`src/inc/cbdc_defines.svh`:
```
// Purpose: offsets, field positions, reset values and counts
// Assumes: byte-wide register port, byte addresses as offsets
// Notes: definitions only, included by bare name
`ifndef CBDC_DEFINES_SVH
`define CBDC_DEFINES_SVH

// register offsets
`define CBDC_CARD_CTRL_OFS 8'h90
`define CBDC_DEV_CTRL_OFS 8'h92
`define CBDC_IRQ_STS_OFS 8'h94
`define CBDC_IRQ_MSK_OFS 8'h95

// card control fields
`define CBDC_CC_SPK_BIT 1
`define CBDC_CC_FLAG_BIT 0

// device control fields
`define CBDC_DC_LOCK_BIT 7
`define CBDC_DC_3V_BIT 6
`define CBDC_DC_DIAG_BIT 5
`define CBDC_DC_RSVD_BIT 4
`define CBDC_DC_TEST_BIT 3
`define CBDC_DC_MODE_HI 2
`define CBDC_DC_MODE_LO 1
`define CBDC_DC_NAND_BIT 0

// reset values and write masks
`define CBDC_DC_RESET 8'h66
`define CBDC_DC_WMASK 8'hef

// interrupt status bit positions
`define CBDC_EV_FUNC 0
`define CBDC_EV_REFUSE 1
`define CBDC_EV_IQDONE 2

// interrogation counter lengths in clock cycles
`define CBDC_INTERROG_LONG 1000
`define CBDC_INTERROG_SHORT 4

`endif

```
`src/inc/cbdc_pkg.sv`:
```
// Purpose: shared types of the bridge control block
// Assumes: nothing beyond the defines header
// Notes: types only, constants live in the defines header
package cbdc_pkg;

  // interrupt signalling choices
  typedef enum logic [1:0] {
    CBDC_MODE_PAR_PCI = 2'h0,
    CBDC_MODE_PAR_IRQ_PCI = 2'h1,
    CBDC_MODE_SER_IRQ_PAR_PCI = 2'h2,
    CBDC_MODE_SER_ALL = 2'h3
  } cbdc_irq_mode_t;

  // one-hot states of the interrogation counter
  typedef enum logic [1:0] {
    CBDC_IQ_IDLE = 2'b01,
    CBDC_IQ_RUN = 2'b10
  } cbdc_iq_state_t;

  // whole state of the top block
  typedef struct packed {
    logic spk_en;
    logic func_flag;
    logic [7:0] dev;
    logic [2:0] sts;
    logic [2:0] msk;
    logic [7:0] rdata;
    logic spk_out;
    logic pwr_off;
    logic irq;
  } cbdc_top_st_t;

endpackage

```
`src/rtl/cbdc_interrog.sv`:
```
// Purpose: interrogation counter with a shortened test length
// Assumes: start is a one-cycle pulse, ignored while running
// Notes: done is a registered one-cycle pulse at the end
`timescale 1ns/10ps
`default_nettype none
`include "cbdc_defines.svh"
module cbdc_interrog #(
  parameter int CW = 16,
  parameter int LONG_CNT = `CBDC_INTERROG_LONG,
  parameter int SHORT_CNT = `CBDC_INTERROG_SHORT
) (
  input wire logic clk_i,
  input wire logic rstn_i,
  input wire logic ce_i,
  input wire logic start_i,
  input wire logic short_i,
  output logic busy_o,
  output logic done_o
);
  import cbdc_pkg::*;

  // counter state
  typedef struct packed {
    cbdc_iq_state_t fsm;
    logic [CW-1:0] cnt;
    logic busy; // registered copy of the run state
    logic done;
  } cbdc_iq_st_t;

  localparam logic [CW-1:0] LONG_V = CW'(LONG_CNT);
  localparam logic [CW-1:0] SHORT_V = CW'(SHORT_CNT);
  localparam logic [CW-1:0] ONE_V = {{(CW-1){1'b0}}, 1'b1};

  cbdc_iq_st_t st_r; // registered state
  cbdc_iq_st_t st_nxt; // next state

  // count down from the chosen length
  always_comb begin
    st_nxt = st_r;
    st_nxt.done = 1'b0;
    case (st_r.fsm)
      CBDC_IQ_IDLE: begin
        if (start_i) begin
          st_nxt.fsm = CBDC_IQ_RUN;
          st_nxt.busy = 1'b1;
          // test setting picks the short length
          st_nxt.cnt = short_i ? SHORT_V : LONG_V; // RL11
        end
      end
      CBDC_IQ_RUN: begin
        if (st_r.cnt == ONE_V) begin
          st_nxt.fsm = CBDC_IQ_IDLE;
          st_nxt.busy = 1'b0;
          st_nxt.done = 1'b1;
        end
        st_nxt.cnt = st_r.cnt - ONE_V;
      end
      default: begin
        st_nxt.fsm = CBDC_IQ_IDLE;
        st_nxt.busy = 1'b0;
      end
    endcase
  end

  // register with freeze on clock enable
  always_ff @(posedge clk_i) begin
    if (!rstn_i) begin
      st_r <= '{fsm: CBDC_IQ_IDLE, cnt: '0, busy: 1'b0, done: 1'b0};
    end else if (ce_i) begin
      st_r <= st_nxt;
    end
  end

  assign busy_o = st_r.busy; // straight from a flip-flop
  assign done_o = st_r.done;
endmodule // cbdc_interrog
`default_nettype wire

```
`src/rtl/cbdc_nand_tree.sv`:
```
// Purpose: nand chain over the sampled input and two-way pins
// Assumes: only input or two-way pin levels are fed in
// Notes: output is registered, low while the chain is disabled
`timescale 1ns/10ps
`default_nettype none
module cbdc_nand_tree #(
  parameter int N = 8
) (
  input wire logic clk_i,
  input wire logic rstn_i,
  input wire logic ce_i,
  input wire logic en_i,
  input wire logic [N-1:0] pins_i,
  output logic out_o
);
  import cbdc_pkg::*;

  // chain state
  typedef struct packed {
    logic out;
  } cbdc_nt_st_t;

  cbdc_nt_st_t st_r; // registered state
  cbdc_nt_st_t st_nxt; // next state

  // each stage nands its pin with the previous stage
  function automatic logic chain(input logic [N-1:0] p);
    logic s;
    s = 1'b1;
    for (int k = 0; k < N; k++) begin
      s = ~(p[k] & s);
    end
    return s;
  endfunction

  // evaluate chain only while enabled
  always_comb begin
    st_nxt = st_r;
    st_nxt.out = en_i ? chain(pins_i) : 1'b0; // RL13
  end

  // register with freeze on clock enable
  always_ff @(posedge clk_i) begin
    if (!rstn_i) begin
      st_r <= '{out: 1'b0};
    end else if (ce_i) begin
      st_r <= st_nxt;
    end
  end

  assign out_o = st_r.out;
endmodule // cbdc_nand_tree
`default_nettype wire

```
`src/rtl/cbdc_top.sv`:
```
// Purpose: card bridge control registers, speaker route, irq flag
// Assumes: byte register port, synchronous inputs, one clock
// Notes: read data stand in the cycle after the read strobe
//
// Contract
// RL1: enabled route passes card speaker to host
// RL2: disabled route holds host speaker output low
// RL3: card functional interrupt sets the flag
// RL4: writing one clears flag, zero keeps
// RL5: flag reads zero after reset
// RL6: device control at 92h, resets 66h
// RL7: lock bit blocks socket power-down in D3
// RL8: low-voltage capable force bit, default one
// RL9: diagnostic bit five, read/write, default one
// RL10: bit four reads zero, writes ignored
// RL11: test bit shortens interrogation counter
// RL12: mode field selects interrupt signalling, default 11
// RL13: bit zero enables nand tree chain
`timescale 1ns/10ps
`default_nettype none
`include "cbdc_defines.svh"
module cbdc_top #(
  parameter int NAND_W = 8,
  parameter int IQ_CW = 16,
  parameter int IQ_LONG = `CBDC_INTERROG_LONG,
  parameter int IQ_SHORT = `CBDC_INTERROG_SHORT
) (
  input wire logic REF_CLK_I,
  input wire logic RSTN_I,
  input wire logic CE_I,
  input wire logic [7:0] ADDR_I,
  input wire logic [7:0] WDATA_I,
  input wire logic WR_I,
  input wire logic RD_I,
  output logic [7:0] RDATA_O,
  input wire logic CARD_SPEAKER_IN_I,
  output logic HOST_SPEAKER_OUT_O,
  input wire logic CARD_FUNC_IRQ_I,
  input wire logic D3_STATE_I,
  input wire logic SOCKET_PWR_DOWN_REQ_I,
  input wire logic SOCKET_PWR_UP_REQ_I,
  output logic SOCKET_PWR_OFF_O,
  output logic LOW_VOLT_CAPABLE_O,
  output logic DIAG_BIT_FIVE_O,
  output cbdc_pkg::cbdc_irq_mode_t IRQ_SIGNALLING_SELECT_O,
  input wire logic INTERROG_START_I,
  output logic INTERROG_BUSY_O,
  output logic INTERROG_DONE_O,
  output logic NAND_TREE_EN_O,
  input wire logic [NAND_W-1:0] NAND_PINS_I,
  output logic NAND_TREE_OUT_O,
  output logic IRQ_O
);
  import cbdc_pkg::*;

  // reset image of the whole state
  localparam cbdc_top_st_t TOP_RST = '{
    spk_en: 1'b0,
    func_flag: 1'b0,
    dev: `CBDC_DC_RESET,
    sts: 3'h0,
    msk: 3'h0,
    rdata: 8'h00,
    spk_out: 1'b0,
    pwr_off: 1'b0,
    irq: 1'b0
  };

  cbdc_top_st_t st_r; // registered state
  cbdc_top_st_t st_nxt; // next state

  logic wr_cc; // write to card control
  logic wr_dc; // write to device control
  logic wr_sts; // write to interrupt status
  logic wr_msk; // write to interrupt mask
  logic refused; // power-down request blocked
  logic iq_done; // interrogation finished pulse
  logic iq_busy; // interrogation running
  logic [2:0] ev; // events feeding the status bits

  // exact byte address match
  function automatic logic hit(input logic [7:0] a,
                               input logic [7:0] ofs);
    return a == ofs;
  endfunction

  // write strobes per register
  assign wr_cc = WR_I && hit(ADDR_I, `CBDC_CARD_CTRL_OFS);
  assign wr_dc = WR_I && hit(ADDR_I, `CBDC_DEV_CTRL_OFS); // RL6
  assign wr_sts = WR_I && hit(ADDR_I, `CBDC_IRQ_STS_OFS);
  assign wr_msk = WR_I && hit(ADDR_I, `CBDC_IRQ_MSK_OFS);

  // power-down asked while locked in low power state
  assign refused = SOCKET_PWR_DOWN_REQ_I && D3_STATE_I &&
                   st_r.dev[`CBDC_DC_LOCK_BIT]; // RL7

  // events, one bit each
  always_comb begin
    ev = 3'h0;
    ev[`CBDC_EV_FUNC] = CARD_FUNC_IRQ_I;
    ev[`CBDC_EV_REFUSE] = refused;
    ev[`CBDC_EV_IQDONE] = iq_done;
  end

  // next-state logic of every field of st_r
  always_comb begin
    st_nxt = st_r;
    // speaker route, enable decides what the host sees
    if (st_r.spk_en) begin
      st_nxt.spk_out = CARD_SPEAKER_IN_I; // RL1
    end else begin
      st_nxt.spk_out = 1'b0; // RL2
    end
    // card control write, enable bit plain read/write
    if (wr_cc) begin
      st_nxt.spk_en = WDATA_I[`CBDC_CC_SPK_BIT];
    end
    // a written one clears the flag, zero leaves it
    if (wr_cc && WDATA_I[`CBDC_CC_FLAG_BIT]) begin
      st_nxt.func_flag = 1'b0; // RL4
    end
    // a new card interrupt wins over a clear
    if (CARD_FUNC_IRQ_I) begin
      st_nxt.func_flag = 1'b1; // RL3
    end
    // device control, reserved bit four masked out
    if (wr_dc) begin
      st_nxt.dev = WDATA_I & `CBDC_DC_WMASK; // RL10 RL8 RL9 RL12 RL13
    end
    // status clears by writing ones, set wins
    if (wr_sts) begin
      st_nxt.sts = (st_r.sts & ~WDATA_I[2:0]) | ev;
    end else begin
      st_nxt.sts = st_r.sts | ev;
    end
    // mask register
    if (wr_msk) begin
      st_nxt.msk = WDATA_I[2:0];
    end
    // interrupt line from unmasked status
    st_nxt.irq = |(st_r.sts & st_r.msk);
    // socket power control, blocked requests ignored
    if (SOCKET_PWR_DOWN_REQ_I && !refused) begin
      st_nxt.pwr_off = 1'b1; // RL7
    end else if (SOCKET_PWR_UP_REQ_I) begin
      st_nxt.pwr_off = 1'b0;
    end
    // read data for one cycle only
    st_nxt.rdata = 8'h00;
    if (RD_I) begin
      if (hit(ADDR_I, `CBDC_CARD_CTRL_OFS)) begin
        st_nxt.rdata[`CBDC_CC_SPK_BIT] = st_r.spk_en;
        st_nxt.rdata[`CBDC_CC_FLAG_BIT] = st_r.func_flag;
      end else if (hit(ADDR_I, `CBDC_DEV_CTRL_OFS)) begin
        st_nxt.rdata = st_r.dev & `CBDC_DC_WMASK; // RL10
      end else if (hit(ADDR_I, `CBDC_IRQ_STS_OFS)) begin
        st_nxt.rdata = {5'h00, st_r.sts};
      end else if (hit(ADDR_I, `CBDC_IRQ_MSK_OFS)) begin
        st_nxt.rdata = {5'h00, st_r.msk};
      end else begin
        // unmapped addresses read as zero
        st_nxt.rdata = 8'h00;
      end
    end
  end

  // state register, reset beats the clock enable
  always_ff @(posedge REF_CLK_I) begin
    if (!RSTN_I) begin
      st_r <= TOP_RST; // RL5 RL6
    end else if (CE_I) begin
      st_r <= st_nxt;
    end
  end

  // interrogation counter, test bit shortens it
  cbdc_interrog #(
    .CW(IQ_CW),
    .LONG_CNT(IQ_LONG),
    .SHORT_CNT(IQ_SHORT)
  ) u_interrog (
    .clk_i(REF_CLK_I),
    .rstn_i(RSTN_I),
    .ce_i(CE_I),
    .start_i(INTERROG_START_I),
    .short_i(st_r.dev[`CBDC_DC_TEST_BIT]), // RL11
    .busy_o(iq_busy),
    .done_o(iq_done)
  );

  // nand chain, enabled from bit zero
  cbdc_nand_tree #(
    .N(NAND_W)
  ) u_nand (
    .clk_i(REF_CLK_I),
    .rstn_i(RSTN_I),
    .ce_i(CE_I),
    .en_i(st_r.dev[`CBDC_DC_NAND_BIT]), // RL13
    .pins_i(NAND_PINS_I),
    .out_o(NAND_TREE_OUT_O)
  );

  // outputs straight from registers
  assign RDATA_O = st_r.rdata;
  assign HOST_SPEAKER_OUT_O = st_r.spk_out;
  assign SOCKET_PWR_OFF_O = st_r.pwr_off;
  assign LOW_VOLT_CAPABLE_O = st_r.dev[`CBDC_DC_3V_BIT]; // RL8
  assign DIAG_BIT_FIVE_O = st_r.dev[`CBDC_DC_DIAG_BIT]; // RL9
  assign IRQ_SIGNALLING_SELECT_O = cbdc_irq_mode_t'(
    st_r.dev[`CBDC_DC_MODE_HI:`CBDC_DC_MODE_LO]); // RL12
  assign NAND_TREE_EN_O = st_r.dev[`CBDC_DC_NAND_BIT];
  assign INTERROG_BUSY_O = iq_busy;
  assign INTERROG_DONE_O = iq_done;
  assign IRQ_O = st_r.irq;
endmodule // cbdc_top
`default_nettype wire

```
`config.mk`:
```
export PLATFORM = sky130hd
export DESIGN_NAME = cbdc_top
export DESIGN_NICKNAME = d
export VERILOG_FILES = /design/src/inc/cbdc_pkg.sv /design/src/rtl/cbdc_interrog.sv /design/src/rtl/cbdc_nand_tree.sv /design/src/rtl/cbdc_top.sv
export VERILOG_INCLUDE_DIRS = /design/src /design/src/inc
export SDC_FILE = /design/constraint.sdc
export NUM_CORES = 1
export LEC_CHECK = 0
export BUFFER_PORTS_ARGS = -buffer_cell sky130_fd_sc_hd__buf_4
export CAP_MARGIN = 20
export CORE_ASPECT_RATIO = 0.6
export CORE_MARGIN = 1.5
export CORE_UTILIZATION = 59
export CTS_BUF_LIST = sky130_fd_sc_hd__clkbuf_2
export CTS_CLUSTER_DIAMETER = 60
export DETAILED_ROUTE_END_ITERATION = 6
export GPL_TIMING_DRIVEN = 0
export HOLD_SLACK_MARGIN = 0.06
export PLACE_DENSITY = 0.95
export SYNTH_ARGS = -nofsm -noshare
export SYNTH_HDL_FRONTEND = slang
export SYNTH_SLANG_ARGS = --single-unit
```
`constraint.sdc`:
```
create_clock -name REF_CLK_I -period 4.8 [get_ports REF_CLK_I]
set_clock_uncertainty 0.05 [all_clocks]
set_input_delay 0.48 -clock REF_CLK_I [delete_from_list [all_inputs] [get_ports REF_CLK_I]]
set_output_delay 0.48 -clock REF_CLK_I [all_outputs]
set_load 0.03 [all_outputs]
```
==> results of run 1 <==
state kept, by name (all words and copies together), names as in the netlist:
register                 cells
HOST_SPEAKER_OUT_O           1
u_interrog.busy_o            1
st_r                        10
u_interrog.done_o            1
u_interrog.st_r             17
u_nand.out_o                 1
SOCKET_PWR_OFF_O             1
DIAG_BIT_FIVE_O              1
NAND_TREE_EN_O               1
RDATA_O                      7
IRQ_O                        1
IRQ_SIGNALLING_SELECT_O      2
LOW_VOLT_CAPABLE_O           1
cell usage after synthesis, types with 6 or more instances:
cell type	number
sky130_fd_sc_hd__a21oi_1	18
sky130_fd_sc_hd__buf_4	10
sky130_fd_sc_hd__clkbuf_1	11
sky130_fd_sc_hd__dfxtp_1	45
sky130_fd_sc_hd__inv_1	11
sky130_fd_sc_hd__nand2_1	26
sky130_fd_sc_hd__nand3_1	8
sky130_fd_sc_hd__nor2_1	17
sky130_fd_sc_hd__nor2b_1	6
sky130_fd_sc_hd__o21ai_0	14
sky130_fd_sc_hd__o31ai_1	9
sky130_fd_sc_hd__or4_1	7
worst paths after layout:
kind,startpoint,to,slack (ps),cells after the start
worst max-delay path,u_interrog.st_r[4],u_interrog.st_r[9],2680,5
worst min register to register,RDATA_O[1],RDATA_O[1],430,2
worst max register to register,u_interrog.st_r[4],u_interrog.st_r[9],2680,5
worst min-delay path,WDATA_I[5],DIAG_BIT_FIVE_O,210,3
cell type report:
type | instances | area (sq um)
Clock buffer | 5 | 25.02
Sequential cell | 45 | 900.9
Multi-Input combinational cell | 187 | 1186
Clock inverter | 3 | 12.51
Inverter | 11 | 41.29
Timing Repair Buffer | 47 | 352.8
Tap cell | 47 | 58.81
Buffer | 25 | 135.1
Fill cell | 282 | 967.2
per-layer routing:
| metal | wire length, um | global-route usage | vias to the layer above |
|---|---|---|---|
| met5 | 0 | 0 | - |
| met4 | 111 | 0.09722 | 0 |
| met3 | 763 | 0.08885 | 15 |
| met2 | 2470 | 0.4431 | 137 |
| met1 | 2628 | 0.4024 | 1029 |
| li1 | - | - | 1084 |
power breakdown:
part | switching (mW) | total (mW) | internal (mW)
Combinational | 0.0651 | 0.119 | 0.0543
Clock | 0.120 | 0.152 | 0.0319
Sequential | 0.0122 | 0.398 | 0.386
Total | 0.197 | 0.669 | 0.472
critical path: cells and delay by family, from the launching register on:
kind | cells | cell delay, ps
compound gates | 2 | 240
buf+inv | 1 | 260
simple gates | 2 | 1050
flops | 1 | 420
cell families (layout without fill, tap and decap cells):
| logic type | after synthesis | count (layout) | synth area share |
|---|---|---|---|
| XOR/XNOR | 2 | 2 | 0.007740 |
| other | 1 | 1 | 0.001657 |
| AO/OA/AOI/OAI | 78 | 78 | 0.2338 |
| buffers and inverters | 36 | 91 | 0.07794 |
| multiplexers | 4 | 4 | 0.01769 |
| flip-flops | 45 | 45 | 0.3980 |
| AND/OR/NAND/NOR | 100 | 100 | 0.2521 |
| adder cells (fa/ha/maj) | 2 | 2 | 0.01105 |
==> results.cfg, run 1 <==
[run_status]
status = complete, no violations

[timing]
timing_worst_slew_pin_value_ps = 713.5
final_setup_violations = 0
setup_tns_ps = 0
timing.hold.ws_ps = 210.0
final.setup.worst_slack_ps = 2685
report.final.hold_viol_count = 0
max-slew-margin-rel = 0.5177
post-route-min-period_ps = 2115
grt_setup_unrepaired = no
clock.fmax_ghz = 0.4728
slew_violations = 0
period_utilization_post_route = 0.4406

[floorplanning]
num_io_pins = 54
floorplan.die.height_um = 50.98
core_sq_um = 3680
die_w_um = 82.96
initial_core_util = 0.6151
die_area_sq_um = 4229
floorplan.rows = 17

[route]
initialDrtViolationCount = 193
postRouteWirelength_um = 5973
postRouteAntennaNets = 0
detailroute.via_count = 2265
drt_drc_violations_left = 0
drt-pass1-iter-count = 5
route.detailed.vias_per_inst = 6.122
wl_per_cell_um = 16.14

[logic_synthesis]
synth.distinct_cells = 55
post_synth_edffs = 0
post_synth.cell_area_avg_sq_um = 8.446
synth-seq-area-share = 0.3980
post-synth-top-area-cell = sky130_fd_sc_hd__dfxtp_1
post_synth_inst_count = 268
synthesis.yosys.warnings = 0
syn-num-nets = 305
synth-seq-cells = 45
syn_area_sq_um = 2263
synth_flop_cell = sky130_fd_sc_hd__dfxtp_1
postSynth.asyncResetShare = 0
synth.top_cells.by_area = sky130_fd_sc_hd__dfxtp_1, sky130_fd_sc_hd__nand2_1, sky130_fd_sc_hd__a21oi_1
synth_top_area_share = 0.3980

[placement]
placed_cells_incl_taps = 362
dp_hpwl_um = 4603
place_congestion = 0.9444
detailedPlace.worstSlack_ps = 2487
number_of_buffer_cells_added_on_primary_ports = 47
placed_cell_area_sq_um = 2675

[final_layout]
layout_cells_sized_above_1 = 0.2446
layout.cells.non_filler = 370
final_instance_area_sq_um = 2713
layout_common_cells = sky130_fd_sc_hd__buf_4, sky130_fd_sc_hd__dfxtp_1, sky130_fd_sc_hd__nand2_1
layout_commonest_cell = sky130_fd_sc_hd__buf_4
nets = 359
area_growth_syn_to_layout_pct = 19.85
antenna_diode_instance_count = 0
layout.core_utilization = 0.7372

[grt]
groute.usage.overall = 0.2928
wire_length_of_the_first_global_routing_pass_um = 9604
antenna_found_initial = 0
first_global_vias = 2019
pin_count_of_the_biggest_net_entering_global_routing = 14
global_route.overflow_total = 0

[setup_path]
timing.critical_path.required_ps = 5070
worst_path_cell_with_the_longest_stage_delay = sky130_fd_sc_hd__or4_1
critPathKind = register to register
critical_path.startpoint_type = register
critical_path.most_common_cell = sky130_fd_sc_hd__or4_1
cp_slowest_stage_delay_ps = 600
critPathArrivalTime_ps = 2380
critical_path.cell_chain = or4_1, clkbuf_1, or4_1, a21oi_1, o32ai_1
timing.critical_path.to_type = register
largest_driver_fanout_on_the_critical_path = 10

[power_and_ir_drop]
power_density_nw_per_um2 = 246.8
peakVddDrop_mv = 0.1558
static-leakage-power_nw = 1.095
report.power.total_mw = 0.6694

[flow_run]
max_cap_violations = 0

[clock_network]
cts_root_buffer = sky130_fd_sc_hd__clkbuf_2
clock_latency_ps = 420
tritoncts_clock_tree = done
clock_sink_count = 45
buffer_depth_of_the_longest_clock_path = 2
cts-htree-levels = 2
post_cts_repair_setup_buffers = 0
post_cts_resize_count = 0
tritoncts_buffer_count = 5
cts.reportedPaths.clkPinSlew_ps = 220
postCtsHoldBufs = 0

[worst_hold_path]
min-delay-path-class = input pin to register
Note: power is estimated with default switching activity, not from simulation.
==> run 2: changes to the inputs <==
ABC_AREA = 1   (was not set)
CORE_UTILIZATION = 55   (was 59)
PLACE_DENSITY = 0.9   (was 0.95)
clock period = 2.15 ns   (was 4.8 ns; I/O delays follow)
==> run 2 against run 1 <==
  * Non-clock buffer count rose by 6
  * Maximum frequency rose by 20%
  * First-iteration DRC count rose by 48%
  * Total power rose by 130%
  * Die area rose by 8.6%
  * Clock-buffer cell count did not move
  * Register-to-register slack got worse by 2300 ps
  * Core utilization rose by 1.8 points
  * Highest routed layer unchanged
  * Largest power group unchanged
  * Global-route usage fell by 1.6 points
==> results.cfg, run 2 <==
[run_status]
status = complete, no violations

[logic_synthesis]
synth.top_cells.by_area = sky130_fd_sc_hd__dfxtp_1, sky130_fd_sc_hd__nand2_1, sky130_fd_sc_hd__a21oi_1
post-synth-top-count-cell = sky130_fd_sc_hd__nand2_1
syn-num-nets = 376
synth_top_area_share = 0.3915
postSynth.asyncResetShare = 0
post_synth_edffs = 0
synth-seq-area-share = 0.3915
synth-seq-cells = 45
synthesis.yosys.warnings = 0
synth_flop_cell = sky130_fd_sc_hd__dfxtp_1
post-synth-top-area-cell = sky130_fd_sc_hd__dfxtp_1
syn_area_sq_um = 2301
synth.distinct_cells = 34
post_synth_inst_count = 339
post_synth.cell_area_avg_sq_um = 6.787
synth.cells.most_frequent = sky130_fd_sc_hd__nand2_1, sky130_fd_sc_hd__dfxtp_1, sky130_fd_sc_hd__inv_1, sky130_fd_sc_hd__a21oi_1, sky130_fd_sc_hd__nor2_1

[grt]
global_route.overflow_total = 0
first_global_vias = 2051
pin_count_of_the_biggest_net_entering_global_routing = 14
groute.usage.overall = 0.2765
wire_length_of_the_first_global_routing_pass_um = 9646
antenna_found_initial = 0

[clock_network]
post_cts_repair_setup_buffers = 0
tritoncts_clock_tree = done
clock_latency_ps = 380
buffer_depth_of_the_longest_clock_path = 2
post_cts_resize_count = 0
clock_sink_count = 45
cts_root_buffer = sky130_fd_sc_hd__clkbuf_2
postCtsHoldBufs = 11
cts.reportedPaths.clkPinSlew_ps = 220
cts-htree-levels = 2
tritoncts_buffer_count = 5

[setup_path]
critical_path.startpoint_type = register
cp_top_family = simple AND/OR/NAND/NOR gates
largest_driver_fanout_on_the_critical_path = 4
timing.critical_path.required_ps = 2440
cp_num_buf_inv = 1
timing.critical_path.to_type = register
timing.critical_path.depth = 8
critPathArrivalTime_ps = 2050
critPathKind = register to register
rr_worst_depth = 8
critical_path.cell_chain = inv_1, ha_1, nand2_1, nor2_1, nand3_2, nor2_2, o21ai_0, a21oi_1
cp_slowest_stage_delay_ps = 380
worst_path_cell_with_the_longest_stage_delay = sky130_fd_sc_hd__dfxtp_1

[route]
detailroute.via_count = 2452
drt_drc_violations_left = 0
wl_per_cell_um = 13.35
initialDrtViolationCount = 285
drt-pass1-iter-count = 5
route.detailed.vias_per_inst = 5.377
postRouteAntennaNets = 0
postRouteWirelength_um = 6086

[timing]
grt_setup_unrepaired = no
setup_tns_ps = 0
period_utilization_post_route = 0.8174
post-route-min-period_ps = 1757
final_setup_violations = 0
clock.fmax_ghz = 0.5690
slew_violations = 0
report.final.hold_viol_count = 0
final.setup.worst_slack_ps = 392.6

[final_layout]
ff_latch_area_sq_um = 900.9
nets = 445
multiInputGateArea_sq_um = 1126
layout_commonest_cell = sky130_fd_sc_hd__nand2_1
fillers = 301
largest-register = u_interrog.st_r
antenna_diode_instance_count = 0
layout_common_cells = sky130_fd_sc_hd__nand2_1, sky130_fd_sc_hd__buf_4, sky130_fd_sc_hd__dfxtp_1
area_growth_syn_to_layout_pct = 25.61
layout_cells_sized_above_1 = 0.2078
largest_register_ffs = 17

[placement]
number_of_buffer_cells_added_on_primary_ports = 51
detailedPlace.worstSlack_ps = 507.2
place_congestion = 0.9168
dp_hpwl_um = 4634

[power_and_ir_drop]
peakVddDrop_mv = 0.3922
power_density_nw_per_um2 = 534.5
static-leakage-power_nw = 1.387
report.power.total_mw = 1.545

[worst_hold_path]
worstHoldPathCells = 5
min-delay-path-class = input pin to register

[floorplanning]
die_w_um = 86.50
floorplan.die.height_um = 53.10
die_area_sq_um = 4593
floorplan.rows = 17
num_io_pins = 54
initial_core_util = 0.6010
core_sq_um = 3829

[flow_run]
max_cap_violations = 0
## run 2: kinds of logic (layout without fill, tap and decap cells)
family,count (synthesis),count (layout),synth area share
and+or+nand+nor,155,155,0.3002
AOI/OAI and AO/OA,71,71,0.1615
buffers and inverters,61,131,0.1191
DFF,45,45,0.3915
xor gates and xnor gates,4,4,0.01523
adders and majority gates,2,2,0.01087
other,1,1,0.001630
## run 2: report_power, final
part	total [mW]	switching [mW]	leakage [nW]	internal [mW]
Clock	0.332	0.261	0.0278	0.0715
Sequential	0.890	0.0260	0.366	0.864
Combinational	0.323	0.191	0.994	0.131
## run 2: worst register-to-register path, stage by stage, from the launching register on
cell and delay, ps:
sky130_fd_sc_hd__dfxtp_1 380, sky130_fd_sc_hd__inv_1 160, sky130_fd_sc_hd__ha_1 230, sky130_fd_sc_hd__nand2_1 100
sky130_fd_sc_hd__nor2_1 300, sky130_fd_sc_hd__nand3_2 150, sky130_fd_sc_hd__nor2_2 140, sky130_fd_sc_hd__o21ai_0 100
sky130_fd_sc_hd__a21oi_1 110
## run 2: worst paths after layout
path / end / slack, ps / from
hold reg to reg: RDATA_O[2] / 430 / RDATA_O[2]
setup / recovery: u_interrog.st_r[16] / 390 / u_interrog.st_r[2]
hold / removal: u_nand.out_o / 90 / NAND_PINS_I[6]
setup reg to reg: u_interrog.st_r[16] / 390 / u_interrog.st_r[2]
## run 2: layer usage
| metal | GRT usage | routed length (um) | vias to the layer above | part of all wire |
|---|---|---|---|---|
| met2 | 0.4336 | 2592 | 143 | 0.43 |
| met5 | 0 | 0 | - | 0 |
| met3 | 0.04524 | 610 | 4 | 0.10 |
| li1 | - | - | 1226 | - |
| met4 | 0.04570 | 25 | 0 | 0.0041 |
| met1 | 0.4062 | 2857 | 1079 | 0.47 |
## run 2: final cells by class
cell class,instances,share of cell area
Timing Repair Buffer,62,0.1706
Clock inverter,3,0.004329
Inverter,45,0.05844
Sequential cell,45,0.3117
Buffer,16,0.03636
Clock buffer,5,0.008658
Tap cell,47,0.02035
Multi-Input combinational cell,233,0.3896
## run 2: per-stage QoR
| stage | hold WS, ps | utilization | cells | area, sq um |
|---|---|---|---|---|
| floorplan | 278.2 | - | 339 | 2301 |
| global placement | 371.2 | 0.7163 | 437 | 2743 |
| detailed placement | 385.2 | 0.7163 | 437 | 2743 |
| CTS | 79.15 | 0.7549 | 456 | 2890 |
| global route | 85.53 | 0.7549 | 456 | 2890 |
| finish | 89.83 | 0.7549 | 456 | 2890 |
